===== config.mk =====
export PLATFORM = sky130hd
export DESIGN_NAME = cfgr_regs
export DESIGN_NICKNAME = d
export VERILOG_FILES = /design/src/common/cfgr_pkg.sv /design/src/rtl/cfgr_dac_latch.sv /design/src/rtl/cfgr_regs.sv
export SDC_FILE = /design/constraint.sdc
export NUM_CORES = 1
export LEC_CHECK = 0
export ABC_AREA = 1
export BUFFER_PORTS_ARGS = -buffer_cell sky130_fd_sc_hd__buf_2
export CORE_MARGIN = 2
export CORE_UTILIZATION = 45
export DETAILED_ROUTE_END_ITERATION = 8
export GPL_TIMING_DRIVEN = 0
export HOLD_SLACK_MARGIN = 0.15
export PLACE_DENSITY_LB_ADDON = 0.25
export SYNTH_ARGS = -nofsm -noshare
export SYNTH_HDL_FRONTEND = slang
export SYNTH_SLANG_ARGS = --single-unit

===== constraint.sdc =====
create_clock -name i_sys_clk -period 14.4 [get_ports i_sys_clk]
set_clock_uncertainty 0.15 [all_clocks]
set_input_delay 0.72 -clock i_sys_clk [delete_from_list [all_inputs] [get_ports i_sys_clk]]
set_output_delay 0.72 -clock i_sys_clk [all_outputs]
set_load 0.01 [all_outputs]

===== src/common/cfgr_pkg.sv =====
// Operation
// RULE1 - A set select bit adds its input to the conversion cycle (temp 14, remote 13..12, sense 11..8, inputs 7..0).
// RULE2 - Inputs whose select bit is zero are skipped during the conversion cycle.
// RULE3 - Each current loop has its own 4-bit ramp field (loop 4 at 15..12 to loop 1 at 3..0) resetting to 0010.
// RULE4 - Ramp codes 0000..1010 give settling times 0.8 to 28.8 ms and any other code is invalid.
// RULE5 - A DAC output is in synchronous update mode when its sync bit is one (aux 4..1 at 7..4, main 4..1 at 3..0).
// RULE6 - A DAC output with a zero sync bit updates asynchronously without waiting for the common load.
// RULE7 - While closed-loop control is active the four main DACs are always asynchronous.
// RULE8 - Each aux DAC range bit selects 0 to 5 V when zero and 2.5 to 7.5 V when one (aux 4..1 at 7..4).
// RULE9 - A bipolar pair field gives 00 -4..1 V, 01 or 10 -5..0 V, 11 0..5 V (pair 3/4 at 3..2, 1/2 at 1..0).
// RULE10 - Bits 15..8 of the update-mode and span registers are reserved for factory use and reset to 0x00.
// RULE11 - Sync-mode DAC codes wait for a common load event and then all such outputs update together.
// RULE12 - Software writes zeros to reserved bits and preserves them on read-modify-write.
package cfgr_pkg;

  localparam int unsigned ADDR_WIDTH = 8;
  localparam int unsigned DATA_WIDTH = 32;
  localparam int unsigned REG_WIDTH  = 16;
  localparam int unsigned CODE_WIDTH = 12;
  localparam int unsigned NUM_DACS   = 8;

  // Printed offsets are not all multiples of four: byte address is index times four
  localparam logic [7:0] IDX_CHANNEL_SELECT = 8'h12;
  localparam logic [7:0] IDX_LOOP_RAMP_TIME = 8'h14;
  localparam logic [7:0] IDX_DAC_UPDATE     = 8'h15;
  localparam logic [7:0] IDX_DAC_SPAN       = 8'h16;
  localparam logic [7:0] IDX_LOOP_STATUS    = 8'h1c;

  localparam logic [15:0] RST_CHANNEL_SELECT = 16'h0000;
  localparam logic [15:0] RST_LOOP_RAMP_TIME = 16'h2222;
  localparam logic [15:0] RST_DAC_UPDATE     = 16'h0000;
  localparam logic [15:0] RST_DAC_SPAN       = 16'h0000;
  localparam logic [3:0]  RST_RAMP_FIELD     = 4'h2;

  localparam logic [15:0] MASK_CHANNEL_SELECT = 16'h7fff;
  localparam logic [15:0] MASK_LOW_BYTE       = 16'h00ff;
  localparam logic [3:0]  RAMP_CODE_MAX       = 4'ha;

  localparam int unsigned RAMP_FIELD_WIDTH = 4;
  localparam int unsigned CHANNEL_COUNT    = 15;

  localparam logic [1:0] AXI_OKAY   = 2'b00;
  localparam logic [1:0] AXI_SLVERR = 2'b10;

  // Settling time in microseconds per ramp code
  localparam int unsigned RAMP_TIME_US [0:10] = '{800, 1600, 2400, 3200, 4800, 6400, 9600, 12800, 19200, 25600,
                                                  28800};
  localparam int unsigned CLK_MHZ = 125;

  typedef struct packed {
    logic [3:0] ramp_time_four;
    logic [3:0] ramp_time_three;
    logic [3:0] ramp_time_two;
    logic [3:0] ramp_time_one;
  } cfgr_ramp_type;

  typedef struct packed {
    logic [3:0] aux_out_span;
    logic [1:0] bipolar_pair_b_span;
    logic [1:0] bipolar_pair_a_span;
  } cfgr_span_type;

  typedef struct packed {
    logic [7:0] factory;
    logic [3:0] aux_sync_mode;
    logic [3:0] main_sync_mode;
  } cfgr_update_type;

  typedef enum logic [2:0] {
    CFGR_RD_IDLE = 3'b001,
    CFGR_RD_DATA = 3'b010,
    CFGR_RD_WAIT = 3'b100
  } cfgr_rd_state_type;

  function automatic int unsigned cfgr_ramp_cycles(input logic [3:0] code);
    int unsigned us;
    us = (code <= RAMP_CODE_MAX) ? RAMP_TIME_US[code] : RAMP_TIME_US[0];
    return us * CLK_MHZ;
  endfunction : cfgr_ramp_cycles

endpackage : cfgr_pkg


===== src/rtl/cfgr_dac_latch.sv =====
`timescale 1ns/1ns
// Per-output code holding: async outputs follow at once, sync ones wait for load
module cfgr_dac_latch
  import cfgr_pkg::*;
#(
  parameter int unsigned CHANNELS = NUM_DACS,
  parameter int unsigned WIDTH    = CODE_WIDTH
) (
  input  wire logic                      i_sys_clk,
  input  wire logic                      i_rst,
  input  wire logic [CHANNELS-1:0]       i_sync_mode,
  input  wire logic [CHANNELS-1:0]       i_code_we,
  input  wire logic [CHANNELS*WIDTH-1:0] i_code,
  input  wire logic                      i_load,
  output logic      [CHANNELS*WIDTH-1:0] o_code,
  output logic      [CHANNELS-1:0]       o_pending
);

  logic [CHANNELS*WIDTH-1:0] held;

  for (genvar g = 0; g < CHANNELS; g++) begin : g_ch
    always_ff @(posedge i_sys_clk or posedge i_rst) begin
      if (i_rst) begin
        held[g*WIDTH +: WIDTH] <= '0;
      end else if (i_code_we[g]) begin
        held[g*WIDTH +: WIDTH] <= i_code[g*WIDTH +: WIDTH];
      end
    end

    always_ff @(posedge i_sys_clk or posedge i_rst) begin
      if (i_rst) begin
        o_pending[g] <= 1'b0;
      end else if (i_code_we[g] && i_sync_mode[g]) begin
        o_pending[g] <= 1'b1; // RULE11
      end else if (i_load || !i_sync_mode[g]) begin
        o_pending[g] <= 1'b0;
      end
    end

    always_ff @(posedge i_sys_clk or posedge i_rst) begin
      if (i_rst) begin
        o_code[g*WIDTH +: WIDTH] <= '0;
      end else if (!i_sync_mode[g] && i_code_we[g]) begin
        o_code[g*WIDTH +: WIDTH] <= i_code[g*WIDTH +: WIDTH]; // RULE6
      end else if (!i_sync_mode[g] || i_load) begin
        o_code[g*WIDTH +: WIDTH] <= held[g*WIDTH +: WIDTH]; // RULE11
      end
    end
  end

endmodule : cfgr_dac_latch


===== src/rtl/cfgr_regs.sv =====
// The AXI4-Lite register port was left to the implementer.
`timescale 1ns/1ns
module cfgr_regs
  import cfgr_pkg::*;
(
  input  wire logic                        i_sys_clk,
  input  wire logic                        i_rst,
  // AXI4-Lite slave
  input  wire logic [ADDR_WIDTH-1:0]       i_awaddr,
  input  wire logic                        i_awvalid,
  output logic                             o_awready,
  input  wire logic [DATA_WIDTH-1:0]       i_wdata,
  input  wire logic [3:0]                  i_wstrb,
  input  wire logic                        i_wvalid,
  output logic                             o_wready,
  output logic [1:0]                       o_bresp,
  output logic                             o_bvalid,
  input  wire logic                        i_bready,
  input  wire logic [ADDR_WIDTH-1:0]       i_araddr,
  input  wire logic                        i_arvalid,
  output logic                             o_arready,
  output logic [DATA_WIDTH-1:0]            o_rdata,
  output logic [1:0]                       o_rresp,
  output logic                             o_rvalid,
  input  wire logic                        i_rready,
  // Block side
  input  wire logic                        i_loop_active,
  input  wire logic                        i_conv_start,
  input  wire logic [NUM_DACS-1:0]         i_code_we,
  input  wire logic [NUM_DACS*CODE_WIDTH-1:0] i_code,
  input  wire logic                        i_load,
  output logic [CHANNEL_COUNT-1:0]         o_conv_channels,
  output cfgr_ramp_type                    o_ramp_time,
  output logic [3:0]                       o_ramp_invalid,
  output logic [NUM_DACS-1:0]              o_sync_mode,
  output cfgr_span_type                    o_span,
  output logic [NUM_DACS*CODE_WIDTH-1:0]   o_dac_code
);

  logic [15:0]        channel_select;
  cfgr_ramp_type      loop_ramp_time;
  cfgr_update_type    dac_update_mode;
  logic [15:0]        dac_output_span;
  logic [NUM_DACS-1:0] next_sync_mode;
  logic [NUM_DACS-1:0] pending;
  logic [ADDR_WIDTH-1:0] aw_addr;
  logic [DATA_WIDTH-1:0] w_data;
  logic [3:0]         w_strb;
  logic               aw_held;
  logic               w_held;
  logic               do_write;
  logic [5:0]         wr_idx;
  logic [5:0]         rd_idx;
  logic [15:0]        wmask;
  cfgr_rd_state_type  rd_state;
  logic [ADDR_WIDTH-1:0] ar_addr;
  logic [15:0]        rd_value;
  logic               rd_hit;
  logic               wr_hit;

  // Write address and data are captured separately, in either order
  always_ff @(posedge i_sys_clk or posedge i_rst) begin
    if (i_rst) begin
      aw_held   <= 1'b0;
      aw_addr   <= '0;
      o_awready <= 1'b1;
    end else if (o_awready && i_awvalid) begin
      aw_held   <= 1'b1;
      aw_addr   <= i_awaddr;
      o_awready <= 1'b0;
    end else if (do_write) begin
      aw_held   <= 1'b0;
      o_awready <= 1'b1;
    end
  end

  always_ff @(posedge i_sys_clk or posedge i_rst) begin
    if (i_rst) begin
      w_held   <= 1'b0;
      w_data   <= '0;
      w_strb   <= '0;
      o_wready <= 1'b1;
    end else if (o_wready && i_wvalid) begin
      w_held   <= 1'b1;
      w_data   <= i_wdata;
      w_strb   <= i_wstrb;
      o_wready <= 1'b0;
    end else if (do_write) begin
      w_held   <= 1'b0;
      o_wready <= 1'b1;
    end
  end

  // One write in flight: hold both halves until the response is accepted
  assign do_write = aw_held && w_held && !o_bvalid;
  assign wr_idx   = aw_addr[7:2];
  assign wmask    = {{8{w_strb[1]}}, {8{w_strb[0]}}};

  always_comb begin
    wr_hit = 1'b1;
    case ({2'b00, wr_idx})
      IDX_CHANNEL_SELECT, IDX_LOOP_RAMP_TIME, IDX_DAC_UPDATE, IDX_DAC_SPAN: wr_hit = 1'b1;
      default: wr_hit = 1'b0;
    endcase
  end

  always_ff @(posedge i_sys_clk or posedge i_rst) begin
    if (i_rst) begin
      o_bvalid <= 1'b0;
      o_bresp  <= AXI_OKAY;
    end else if (do_write) begin
      o_bvalid <= 1'b1;
      o_bresp  <= wr_hit ? AXI_OKAY : AXI_SLVERR;
    end else if (i_bready) begin
      o_bvalid <= 1'b0;
    end
  end

  always_ff @(posedge i_sys_clk or posedge i_rst) begin
    if (i_rst) begin
      channel_select <= RST_CHANNEL_SELECT;
    end else if (do_write && {2'b00, wr_idx} == IDX_CHANNEL_SELECT) begin
      channel_select <= (channel_select & ~wmask) | (w_data[15:0] & wmask);
    end
  end

  always_ff @(posedge i_sys_clk or posedge i_rst) begin
    if (i_rst) begin
      loop_ramp_time <= RST_LOOP_RAMP_TIME; // RULE3
    end else if (do_write && {2'b00, wr_idx} == IDX_LOOP_RAMP_TIME) begin
      loop_ramp_time <= (loop_ramp_time & ~wmask) | (w_data[15:0] & wmask); // RULE3
    end
  end

  // Factory byte is stored so read-modify-write round-trips it
  always_ff @(posedge i_sys_clk or posedge i_rst) begin
    if (i_rst) begin
      dac_update_mode <= RST_DAC_UPDATE; // RULE10
    end else if (do_write && {2'b00, wr_idx} == IDX_DAC_UPDATE) begin
      dac_update_mode <= (dac_update_mode & ~wmask) | (w_data[15:0] & wmask); // RULE5
    end
  end

  always_ff @(posedge i_sys_clk or posedge i_rst) begin
    if (i_rst) begin
      dac_output_span <= RST_DAC_SPAN; // RULE10
    end else if (do_write && {2'b00, wr_idx} == IDX_DAC_SPAN) begin
      dac_output_span <= (dac_output_span & ~wmask) | (w_data[15:0] & wmask);
    end
  end

  // Read channel
  assign rd_idx = ar_addr[7:2];

  always_comb begin
    rd_value = 16'h0000;
    rd_hit   = 1'b1;
    case ({2'b00, rd_idx})
      IDX_CHANNEL_SELECT: rd_value = channel_select;
      IDX_LOOP_RAMP_TIME: rd_value = loop_ramp_time;
      IDX_DAC_UPDATE:     rd_value = dac_update_mode;
      IDX_DAC_SPAN:       rd_value = dac_output_span;
      IDX_LOOP_STATUS:    rd_value = {4'h0, o_ramp_invalid, pending};
      default:            rd_hit   = 1'b0;
    endcase
  end

  always_ff @(posedge i_sys_clk or posedge i_rst) begin
    if (i_rst) begin
      rd_state  <= CFGR_RD_IDLE;
      ar_addr   <= '0;
      o_arready <= 1'b1;
      o_rvalid  <= 1'b0;
      o_rdata   <= '0;
      o_rresp   <= AXI_OKAY;
    end else begin
      case (rd_state)
        CFGR_RD_IDLE: begin
          if (i_arvalid) begin
            ar_addr   <= i_araddr;
            o_arready <= 1'b0;
            rd_state  <= CFGR_RD_DATA;
          end
        end
        CFGR_RD_DATA: begin
          o_rdata  <= {16'h0000, rd_value};
          o_rresp  <= rd_hit ? AXI_OKAY : AXI_SLVERR;
          o_rvalid <= 1'b1;
          rd_state <= CFGR_RD_WAIT;
        end
        CFGR_RD_WAIT: begin
          if (i_rready) begin
            o_rvalid  <= 1'b0;
            o_arready <= 1'b1;
            rd_state  <= CFGR_RD_IDLE;
          end
        end
        default: rd_state <= CFGR_RD_IDLE;
      endcase
    end
  end

  // Effective update mode: main outputs forced async under closed-loop control
  always_comb begin
    next_sync_mode = {dac_update_mode.aux_sync_mode, dac_update_mode.main_sync_mode}; // RULE5
    if (i_loop_active) begin
      next_sync_mode[3:0] = 4'h0; // RULE7
    end
  end

  always_ff @(posedge i_sys_clk or posedge i_rst) begin
    if (i_rst) begin
      o_sync_mode <= '0;
    end else begin
      o_sync_mode <= next_sync_mode; // RULE6
    end
  end

  // Channel list sampled once per conversion cycle so a mid-cycle write cannot tear it
  always_ff @(posedge i_sys_clk or posedge i_rst) begin
    if (i_rst) begin
      o_conv_channels <= '0;
    end else if (i_conv_start) begin
      o_conv_channels <= channel_select[CHANNEL_COUNT-1:0]; // RULE1 RULE2
    end
  end

  always_ff @(posedge i_sys_clk or posedge i_rst) begin
    if (i_rst) begin
      o_ramp_time <= RST_LOOP_RAMP_TIME;
      o_span      <= '0;
    end else begin
      o_ramp_time <= loop_ramp_time;
      o_span      <= dac_output_span[7:0]; // RULE8 RULE9
    end
  end

  // Codes above the table are flagged; the loop logic falls back to the shortest time
  for (genvar g = 0; g < 4; g++) begin : g_ramp
    always_ff @(posedge i_sys_clk or posedge i_rst) begin
      if (i_rst) begin
        o_ramp_invalid[g] <= 1'b0;
      end else begin
        o_ramp_invalid[g] <= loop_ramp_time[g*RAMP_FIELD_WIDTH +: RAMP_FIELD_WIDTH] > RAMP_CODE_MAX; // RULE4
      end
    end
  end

  cfgr_dac_latch #(
    .CHANNELS (NUM_DACS),
    .WIDTH    (CODE_WIDTH)
  ) u_latch (
    .i_sys_clk   (i_sys_clk),
    .i_rst       (i_rst),
    .i_sync_mode (o_sync_mode),
    .i_code_we   (i_code_we),
    .i_code      (i_code),
    .i_load      (i_load),
    .o_code      (o_dac_code),
    .o_pending   (pending)
  );

endmodule : cfgr_regs


# Word-level counts from Yosys, hierarchy flattened

Index checks and enable logic that the tools add are counted.

Register bits after elaboration: 379
Input port bits: 166
Word-level logic and storage cells: 211

Magnitude comparators: 4
Eq/ne operators: 14
Muxes and demuxes: 54
Bitwise gates (word level): 10
Reductions and logical operators: 68

Operators by type and width:

| kind                                                 | number |
|---|---|
| 2-to-1 mux 12 bit                                    | 16 |
| AND 16 bit                                           | 5 |
| one-hot mux 16 bit (5 select lines)                  | 1 |
| bitwise OR 16 bit                                    | 4 |
| equality test 6 x 5 -> 1 bit (second input constant) | 9 |
| nonzero test 2 bit                                   | 21 |
| 2-to-1 mux 1 bit                                     | 29 |
| logical AND 1 bit                                    | 24 |
| > comparator 4 bit (second input constant)           | 4 |
| NOT 16 bit                                           | 1 |
| logical NOT 1 bit                                    | 9 |
| one-hot mux 3 bit (3 select lines)                   | 1 |
| logical OR 1 bit                                     | 8 |
| 2-to-1 mux 3 bit                                     | 2 |
| AND reduction 2 bit                                  | 3 |
| OR reduction 5 bit                                   | 1 |
| 2-to-1 mux 2 bit                                     | 2 |
| 2-to-1 mux 4 bit                                     | 1 |
| inequality test 2 bit (second input constant)        | 2 |
| one-hot mux 1 bit (2 select lines)                   | 2 |
| OR reduction 4 bit                                   | 1 |
| equality test 3 x 1 -> 1 bit (second input constant) | 1 |
| equality test 3 x 2 -> 1 bit (second input constant) | 1 |
| equality test 3 bit (second input constant)          | 1 |
| AND reduction 3 bit                                  | 1 |

# Longest topological paths before layout

Gate-level depths: netlist (run 1).

Depth after elaboration: 4
Depth in mapped cells: 9

# Hierarchy

From an unflattened synthesis (run 1), not the netlist that was laid out.

Cells, all modules: 1709
Area, all modules: 15979.1 um^2

By module, submodules not included:

| module         | times used | cells an instance | area each (um^2) | sequential area each (um^2) |
|---|---|---|---|---|
| cfgr_dac_latch | 1          | 976               | 8723.4           | 5004.8 |
| cfgr_regs      | 1          | 733               | 7255.7           | 4344.2 |

# Worst setup path after synthesis (run 1)

OpenSTA, ideal clock, no wires.

Path type: input port to flip-flop
From: in i_conv_start
To: reg o_conv_channels[0]
Library setup time: 0.125 ns
Arrival: 1.508 ns
Slack: 12.618 ns
Stages: 3
Path through: clkbuf_1 -> buf_2 -> mux2_2

RTL lines:

| what                 | line             | text |
|---|---|---|
| start, declared      | cfgr_regs.sv:28  | `input wire logic i_conv_start,` |
| end signal, assigned | cfgr_regs.sv:224 | `o_conv_channels <= channel_select[CHANNEL_COUNT-1:0];` |
| end, declared        | cfgr_regs.sv:32  | `output logic [CHANNEL_COUNT-1:0] o_conv_channels,` |

No word-level cell between the ends.

==> results of run 1 <==
==> metrics by stage <==
stage	worst slack [ns]	setup TNS, ns	util (%)
5_1_grt	11.81	0	56.6
3_5_place_dp	11.89	0	52.3
2_1_floorplan	3.19	0	-
4_1_cts	12.02	0	56.5
6_report	12.07	0	56.6
3_3_place_gp	-0.827	-289.76	52.0
==> repair_timing <==
| action | 4_1_cts | 5_1_grt |
|---|---|---|
| hold buffers | 1 | 0 |
| resized for setup | 0 | 0 |
| hold endpoints to repair | 67 | 0 |
==> power by group through the flow <==
| stage | Sequential (mW) | Clock (mW) | Combinational, mW |
|---|---|---|---|
| 6_report | 1.40 | 1.12 | 0.702 |
| 5_1_grt | 1.42 | 1.18 | 0.787 |
| 4_1_cts | 1.40 | 1.14 | 0.706 |
| 3_5_place_dp | 1.41 | 0 | 0.700 |
| 3_3_place_gp | 1.41 | 0 | 0.685 |
| 2_1_floorplan | 1.41 | 0 | 0.399 |
==> cell families (layout without fill, tap and decap cells) <==
kind of cell / count (synthesis) / count (layout) / share of synthesized area, %
flip-flops: 373 / 373 / 59.4
AND/OR/NAND/NOR: 753 / 753 / 20.4
other: 1 / 19 / 0.0238
buffers and inverters: 284 / 676 / 7.83
multiplexers: 16 / 16 / 1.14
AO/OA/AOI/OAI: 284 / 284 / 11.2
==> cell type report <==
class / count / area, µm²
Inverter: 179 / 679
Antenna cell: 1 / 2.50
Timing Repair Buffer: 316 / 1650
Sequential cell: 373 / 9350
Clock inverter: 17 / 255
Multi-Input combinational cell: 1071 / 5220
Clock buffer: 59 / 1200
Tap cell: 455 / 569
Fill cell: 3088 / 15000
Buffer: 105 / 561
==> worst max-delay path, cell delays in order <==
cell,delay [ns]
dlygate4sd3_1,0.53
buf_2,0.15
inv_8,0.35
buf_16,0.36
buf_16,0.45
==> final timing paths <==
path	start	to	slack, ns
worst max-delay path	i_rst	async pin	12.07
min in group asynchronous	i_rst	u_latch.o_code[93]	0.63
worst min register to register	flop	o_ramp_time[1]	0.24
worst max register to register	ar_addr[3]	o_rdata[1]	12.45
max in group i_sys_clk	o_wready	o_wready	12.31
worst min-delay path	i_arvalid	rd_state[0]	0.21
==> per-layer routing <==
layer,share of wire [%],wire length [µm],up-vias,global-route usage (%)
met3,5.0,2100,93,2.88
met4,3.5,1490,0,8.83
met2,46,19500,415,36.4
met1,45,19100,6219,32.5
li1,-,-,6300,-
met5,0,0,-,0
==> cells in the mapped netlist, types with 12 or more instances <==
master / instances / area share (%)
nand2_1: 509 / 12
dfrtp_1: 361 / 57
inv_1: 174 / 4.2
o21ai_0: 133 / 4.2
nor2_1: 96 / 2.3
nand3_1: 67 / 2.1
a31oi_1: 65 / 2.6
clkbuf_1: 55 / 1.3
nand4_1: 45 / 1.8
o311ai_0: 36 / 2.0
o21ai_2: 31 / 1.7
buf_4: 24 / 1.1
buf_2: 19 / 0.60
a21oi_1: 16 / 0.51
mux2_2: 15 / 1.1
dfstp_2: 12 / 2.0
or2_2: 12 / 0.48
==> results.yml, run 1 <==
cts:
  cts-buffers-inserted: 41
  cts_setup_buffers: 0
  clkTransAtPathRegs_ns: 0.06
  clkSinkCount: 373
  clockRootBuffer: "clkbuf_16"
  insertion_delay_ns: 0.53
  h-tree-depth: 2
  clk_path_buf_depth: 3
  cts_tree: "done"
place:
  dp_hpwl_mm: 30.7
  dp_cells: 2498
  io_buffers: 312
  gp_congestion: 0.908
  dpl_cell_area_um2: 18000
power:
  power.internal_mw: 2.18
  ir_drop_uv: 132
  p_clk_share_pct: 34.8
  fin_total_pwr_mw: 3.22
  power.density_nw_per_um2: 165
  switching_share_pct: 32.5
  p_leak_nw: 10.1
  sequentialPowerShare_pct: 43.5
  p_switching_mw: 1.05
  combPwrFrac_pct: 21.8
timing:
  drv_slew: 0
  fin_crit_sh_pct: 16.2
  fmax_mhz: 430
  rsz0062_at_grt: "false"
  worst_slew_pin_slew_ns: 0.723
  relSlewSlack_pct: 51.6
  whs_ns: 0.211
  setup_violations: 0
  period_minus_slack_ns: 2.33
  hold_viol_final: 0
layout:
  final_cell_count_no_fill: 2576
  areaGrowthSynthToFinish_pct: 23.8
  final_area_um2: 19500
  layout-drive-gt1-share_pct: 24.8
  final_cell_mix: "509 x nand2_1, 361 x dfrtp_1, 331 x buf_2"
  layout_commonest_cell: "nand2_1"
  fin_nets: 2253
logic_synthesis:
  synth-edff-count: 0
  ys_seq_area_share_pct: 59.4
  yosysWarningCount: 0
  syn_area_per_cell_um2: 9.20
  synth_area_um2: 15700
  yosysUniqueCellTypes: 32
  synthCells: 1711
  synth.ff_latch_count: 373
  synth_ff_type: "dfrtp_1"
  ys_async_sr_fraction_pct: 100
global_routing:
  grt.total_usage_pct: 23.0
  grt.overflow.total: 0
  grt_pass1_wl_mm: 67.0
  grt_max_degree: 133
  grt_pass1_vias: 12700
  antenna_found_initial: 1
setup_path:
  crit_fanout: 132
  arrival_ns: 2.76
  endpoint_kind: "async pin"
  startpoint_type: "input port"
  crit_type: "in -> async"
  ff2ff_path_depth: 6
  cp.required_ns: 14.83
floorplan:
  die_area_um2: 36500
  core_um2: 34500
  die_y_um: 191
  ios: 354
  row_count: 68
  fp.dieW_um: 191
  initial_core_util_pct: 45.7
worst_hold_path:
  whs_path_depth: 2
  worstHoldPathType: "in -> reg"
drt:
  drtIter0Drc: 828
  vias: 13000
  ant_nets: 0
  viasPerCell: 5.06
  wl_per_cell_um: 16.4
  first_pass_iters: 5
  drc: 0
  routed_wl_mm: 42.2
run_status:
  status: "completed"
flow_run:
  maxCapViolCount: 0
Note: power is estimated with default switching activity, not from simulation.
==> run 2, diff against run 1 <==
Clock period 14.4 ns to 2.2 ns, I/O delays scaled along.
==> run 2 against run 1 <==
  * Hold slack worse by 0.045 ns
  * Wire length up 15%
  * Setup slack worse by 12 ns
  * Die area unchanged
  * Non-clock buffer count up 324
  * Final cell count up 13%
  * Total power rose to 6.8 times the previous value
  * Largest power group unchanged
==> results.yml, run 2 (same netlist as run 1, synthesis figures left out) <==
setup_path:
  cpPeakStageDelay_ns: 0.59
  endpoint_kind: "flop"
  crit_fanout: 10
  cp.required_ns: 2.50
  path_cells: "dlygate4sd3_1, buf_2, buf_2, nand2_1, dlygate4sd3_1, o21ai_0, dlygate4sd3_1"
  cp_common_cell: "dlygate4sd3_1"
  arrival_ns: 2.42
  crit_path_top_delay_cell: "dlygate4sd3_1"
  startpoint_type: "input port"
  crit_type: "in -> reg"
floorplan:
  core_um2: 34500
  die_area_um2: 36500
  ios: 354
  initial_core_util_pct: 45.7
  fp.dieW_um: 191
  row_count: 68
  die_y_um: 191
timing:
  hold_viol_final: 0
  worst_slew_pin_slew_ns: 0.702
  period_minus_slack_ns: 2.11
  drv_slew: 0
  relSlewSlack_pct: 53.0
  final.setup.worst_slack_ns: 0.0871
  fin_crit_sh_pct: 96.0
  rsz0062_at_grt: "false"
  whs_ns: 0.166
  fmax_mhz: 473
  setup_violations: 0
run_status:
  status: "completed"
layout:
  final_cell_count_no_fill: 2900
  layout_commonest_cell: "nand2_1"
  multi_input_area_um2: 5230
  fin_nets: 2579
  layout-drive-gt1-share_pct: 22.6
  areaGrowthSynthToFinish_pct: 45.0
  final_cell_mix: "508 x nand2_1, 361 x dfrtp_1, 333 x buf_2"
  fillCellCount: 2683
  regArea_um2: 9350
global_routing:
  grt_pass1_wl_mm: 77.3
  grt_max_degree: 44
  grt.total_usage_pct: 26.6
  antenna_found_initial: 0
  grt_pass1_vias: 15100
  grt.overflow.total: 0
place:
  dp_cells: 2505
  pre_cts_ws_ns: 0.261
  io_buffers: 312
  gp_congestion: 0.914
  dp_hpwl_mm: 31.8
drt:
  routed_wl_mm: 48.5
  drtIter0Drc: 854
  ant_nets: 0
  vias: 14700
  first_pass_iters: 6
  wl_per_cell_um: 16.7
  drc: 0
  viasPerCell: 5.07
cts:
  clk_path_buf_depth: 3
  clockRootBuffer: "clkbuf_16"
  insertion_delay_ns: 0.54
  cts_tree: "done"
  h-tree-depth: 2
  cts-buffers-inserted: 42
  clkSinkCount: 373
  clkTransAtPathRegs_ns: 0.06
flow_run:
  maxCapViolCount: 0
power:
  ir_drop_uv: 716
  p_leak_nw: 11.5
  fin_total_pwr_mw: 21.8
  power.density_nw_per_um2: 955
worst_hold_path:
  worstHoldPathType: "in -> reg"
## run 2: changes by cell type in the layout (fill, tap and decap cells not counted), sizes merged
| cell | before | now |
|---|---|---|
| clkinvlp | 5 | 4 |
| dlygate4sd3 | 1 | 319 |
| clkinv | 7 | 9 |
| bufinv | 6 | 5 |
| clkbuf | 114 | 111 |
| buf | 365 | 374 |
## run 2: final cells by class
class | count | area share (%)
Tap cell | 455 | 2.50
Clock buffer | 59 | 5.33
Multi-Input combinational cell | 1071 | 22.9
Timing Repair Buffer | 641 | 21.7
Inverter | 179 | 2.98
Clock inverter | 16 | 1.01
Antenna cell | 1 | 0.0110
Sequential cell | 373 | 41.0
Timing Repair inverter | 1 | 0.0219
Buffer | 104 | 2.54
## run 2: final timing paths
check                      slack [ns]  depth (start not counted)                   end         start
hold reg to reg                  0.24                          0       o_ramp_time[13]          flop
setup / recovery                 0.09                          7      u_latch.held[45]  i_code_we[3]
hold / removal                   0.17                          3           rd_state[0]     i_arvalid
setup reg to reg                 0.22                          6            aw_addr[7]     o_awready
max in group asynchronous        0.15                          7             o_awready         i_rst
min in group asynchronous        0.65                          4  u_latch.o_pending[5]         i_rst
## run 2: per-layer routing
metal	track usage (%)	part of all wire [%]	routed length [µm]	vias up
met1	34.6	42	20300	7071
met3	3.95	5.6	2700	147
met2	43.5	48	23200	553
li1	-	-	-	6939
met5	0	0	0	-
met4	12.9	4.8	2320	0
## run 2: what timing repair did
action                                  4_1_cts  5_1_grt
setup buffers                                 0        0
endpoints found under the hold margin       474        0
endpoints found under the setup margin        0      208
gates resized for setup                       0       39
hold buffers                                320        0
## run 2: report_power, final
| group | switching [mW] | internal, mW | leakage (nW) |
|---|---|---|---|
| Sequential | 0.988 | 8.19 | 4.72 |
| Combinational | 3.25 | 2.05 | 6.03 |
| Clock | 2.84 | 4.46 | 0.709 |
| Total | 7.08 | 14.7 | 11.5 |
## run 2: stage by stage
step                cell area [µm²]  TNS (ns)  utilization [%]
CTS                           22800         0             66.1
floorplan                     15800  -1124.34                -
finish                        22800         0             66.2
global placement              17900  -1888.77             52.1
detailed placement            18100         0             52.6
global route                  22800         0             66.2
## run 2: critical path: cells and delay by family
family	cells	cell delay [ns]
buffers and inverters	5	2.10
and+or+nand+nor	1	0.10
AOI/OAI and AO/OA	1	0.10
==> run 3, diff against run 2 <==
Settings changed: ABC_AREA 1 to not set, CORE_ASPECT_RATIO set to 0.9.
==> run 3 against run 2 <==
  * Final cell count decreased by 26%
  * Register-to-register slack got worse by 0.16 ns
  * Flip-flop and latch count is the same
  * Highest routed layer unchanged
  * Synthesized cell count is 33% lower
  * Global-route usage down 4.0 points
  * Critical path depth down 2
  * Setup slack lost 0.026 ns
  * Total power decreased by 12%
  * Hold slack worse by 0.038 ns
  * Critical path type is now reg -> reg
  * Die area decreased by 5.6%
==> results.yml, run 3 <==
run_status:
  status: "completed"
global_routing:
  grt_max_degree: 43
  grt.total_usage_pct: 22.6
  grt.overflow.total: 0
  antenna_found_initial: 1
  grt_pass1_vias: 11200
  grt_pass1_wl_mm: 60.9
layout:
  multi_input_area_um2: 5240
  layout_commonest_cell: "dfrtp_1"
  fin_nets: 1849
  fillCellCount: 2565
  final_cell_mix: "360 x dfrtp_1, 317 x buf_2, 216 x mux2_2"
  regArea_um2: 9350
  final_area_um2: 20200
  fin_util_pct: 61.7
  layout-drive-gt1-share_pct: 38.8
  areaGrowthSynthToFinish_pct: 36.2
timing:
  relSlewSlack_pct: 37.1
  hold_viol_final: 0
  drv_slew: 0
  setup_violations: 0
  final.setup.worst_slack_ns: 0.0616
  fmax_mhz: 468
  period_minus_slack_ns: 2.14
  rsz0062_at_grt: "false"
  worst_slew_pin_slew_ns: 0.943
  fin_crit_sh_pct: 97.2
worst_hold_path:
  worstHoldPathType: "in -> reg"
  whs_path_depth: 4
  hold_start: "i_wvalid"
  min_to: "w_held"
place:
  dp_hpwl_mm: 25.8
  dpl_cell_area_um2: 17200
  pre_cts_ws_ns: -0.183
  gp_congestion: 0.793
  io_buffers: 312
cts:
  insertion_delay_ns: 0.53
  clkSinkCount: 373
  clk_path_buf_depth: 3
  clkTransAtPathRegs_ns: 0.06
  cts_tree: "done"
  cts-buffers-inserted: 40
  clockRootBuffer: "clkbuf_16"
  h-tree-depth: 2
power:
  power.density_nw_per_um2: 946
  p_leak_nw: 9.62
  ir_drop_uv: 739
logic_synthesis:
  yosysWarningCount: 0
  yosysUniqueCellTypes: 38
  synth.ff_latch_count: 373
  synthTopCellsByCount: "361 x dfrtp_1, 216 x mux2_2, 191 x nor2_1"
  synth-edff-count: 0
  synth_ff_type: "dfrtp_1"
  synth_simple_gate_area_share_pct: 8.85
  yosys.area.top_type: "dfrtp_1"
  synth_mux_area_share_pct: 19.1
  synthCells: 1139
  syn_area_per_cell_um2: 13.0
  ys_async_sr_fraction_pct: 100
  synth_compound_area_share_pct: 6.48
  synth.most_common_cell: "dfrtp_1"
  ys_seq_area_share_pct: 63.0
  synth_area_um2: 14800
  synth_fa_ha_area_share_pct: 0
  synth_top_area_share_pct: 60.9
  synth_top_family_by_area: "multiplexers"
  synth_area_leaders: "dfrtp_1 61%, mux2_2 16%, nor2_1 4.8%, o22ai_1 3.4%, mux2i_1 2.7%"
  synth_xor_area_share_pct: 0
drt:
  drtIter0Drc: 460
  ant_nets: 0
  routed_wl_mm: 38.8
  drc: 0
  wl_per_cell_um: 18.2
  first_pass_iters: 4
  vias: 10900
  viasPerCell: 5.12
setup_path:
  critical_path_buf_inv_count: 2
  cpPeakStageDelay_ns: 0.57
  startpoint_type: "flop"
  timing.critical_path.max_delay_family: "buffers and inverters"
  r2r_setup_slack_ns: 0.06
  cp_num_cells: 5
  cp.required_ns: 2.46
  timing.rr.end: "u_latch.o_code[94]"
  rr_startpoint: "o_sync_mode[7]"
  crit_path_top_delay_cell: "dlygate4sd3_1"
  arrival_ns: 2.40
  ff2ff_path_depth: 5
  path_cells: "nand2b_4, o22ai_2, dlygate4sd3_1, nor2_1, dlygate4sd3_1"
  crit_type: "reg -> reg"
  crit_fanout: 5
  endpoint_kind: "flop"
  cp_common_cell: "dlygate4sd3_1"
floorplan:
  fp.dieW_um: 195
  core_um2: 32700
  initial_core_util_pct: 45.3
  ios: 354
  die_area_um2: 34400
  row_count: 63
  die_y_um: 176
flow_run:
  maxCapViolCount: 0
run 3: cell count changes in the layout (fill, tap and decap cells not counted), sizes merged, moves of 91 or more:
cell	change
nor2	+91
inv	-174
dlygate4sd3	-161
o21ai	-161
nand2	-499
mux2	+201
run 3: kinds of logic (layout without fill, tap and decap cells):
kind of cell / Yosys count / after routing
flip-flops: 373 / 373
AND/OR/NAND/NOR: 279 / 279
multiplexers: 256 / 256
AO/OA/AOI/OAI: 153 / 153
buffers and inverters: 77 / 633
other: 1 / 20
run 3: layout make-up:
type,count,share of cell area (%)
Clock buffer,64,5.85
Antenna cell,2,0.0248
Clock inverter,7,0.297
Buffer,72,1.83
Timing Repair Buffer,485,17.0
Inverter,5,0.112
Multi-Input combinational cell,706,26.0
Tap cell,422,2.61
Sequential cell,373,46.3
run 3: what timing repair did:
action | in CTS | in global routing
endpoints found under the hold margin | 382 | 0
endpoints found under the setup margin | 50 | 60
hold buffers | 159 | 0
pin swaps | 0 | 4
resized for setup | 6 | 18
buffers inserted | 0 | 5
gates cloned | 0 | 0
run 3: stage by stage:
step | total power [mW] | hold slack, ns | setup TNS, ns | std cells
finish | 19.1 | 0.129 | 0 | 2136
global route | 20.1 | 0.175 | 0 | 2135
CTS | 19.2 | 0.153 | -1.56 | 2129
detailed placement | 12.5 | 0.124 | -3.88 | 1899
global placement | 12.3 | 0.119 | -1901.86 | 1890
floorplan | 11.0 | 0.0186 | -1124.34 | 1156
run 3: power breakdown:
group	internal, mW	total [mW]	switching, mW
clock network	3.79	6.42	2.63
logic	1.84	3.94	2.09
registers	7.98	8.76	0.779
run 3: worst max path at each step:
stage,from,endpoint
floorplan,i_rst,async pin
global route,o_sync_mode[7],u_latch.o_code[94]
finish,o_sync_mode[7],u_latch.o_code[94]
detailed placement,o_bvalid,flop
CTS,o_bvalid,flop
global placement,i_rst,u_latch.o_code[20]
run 3: worst register-to-register path, cell delays in order, from the launching register on:
cell and delay [ns]:
dfrtp_2 0.44, nand2b_4 0.16, o22ai_2 0.12, dlygate4sd3_1 0.57, nor2_1 0.04, dlygate4sd3_1 0.54
run 3: metal layers:
layer,track usage (%),share of wire [%],vias up
li1,-,-,5093
met1,30.2,44,5476
met2,36.7,47,297
met3,4.87,5.7,78
met4,8.02,3.0,0
met5,0,0,-
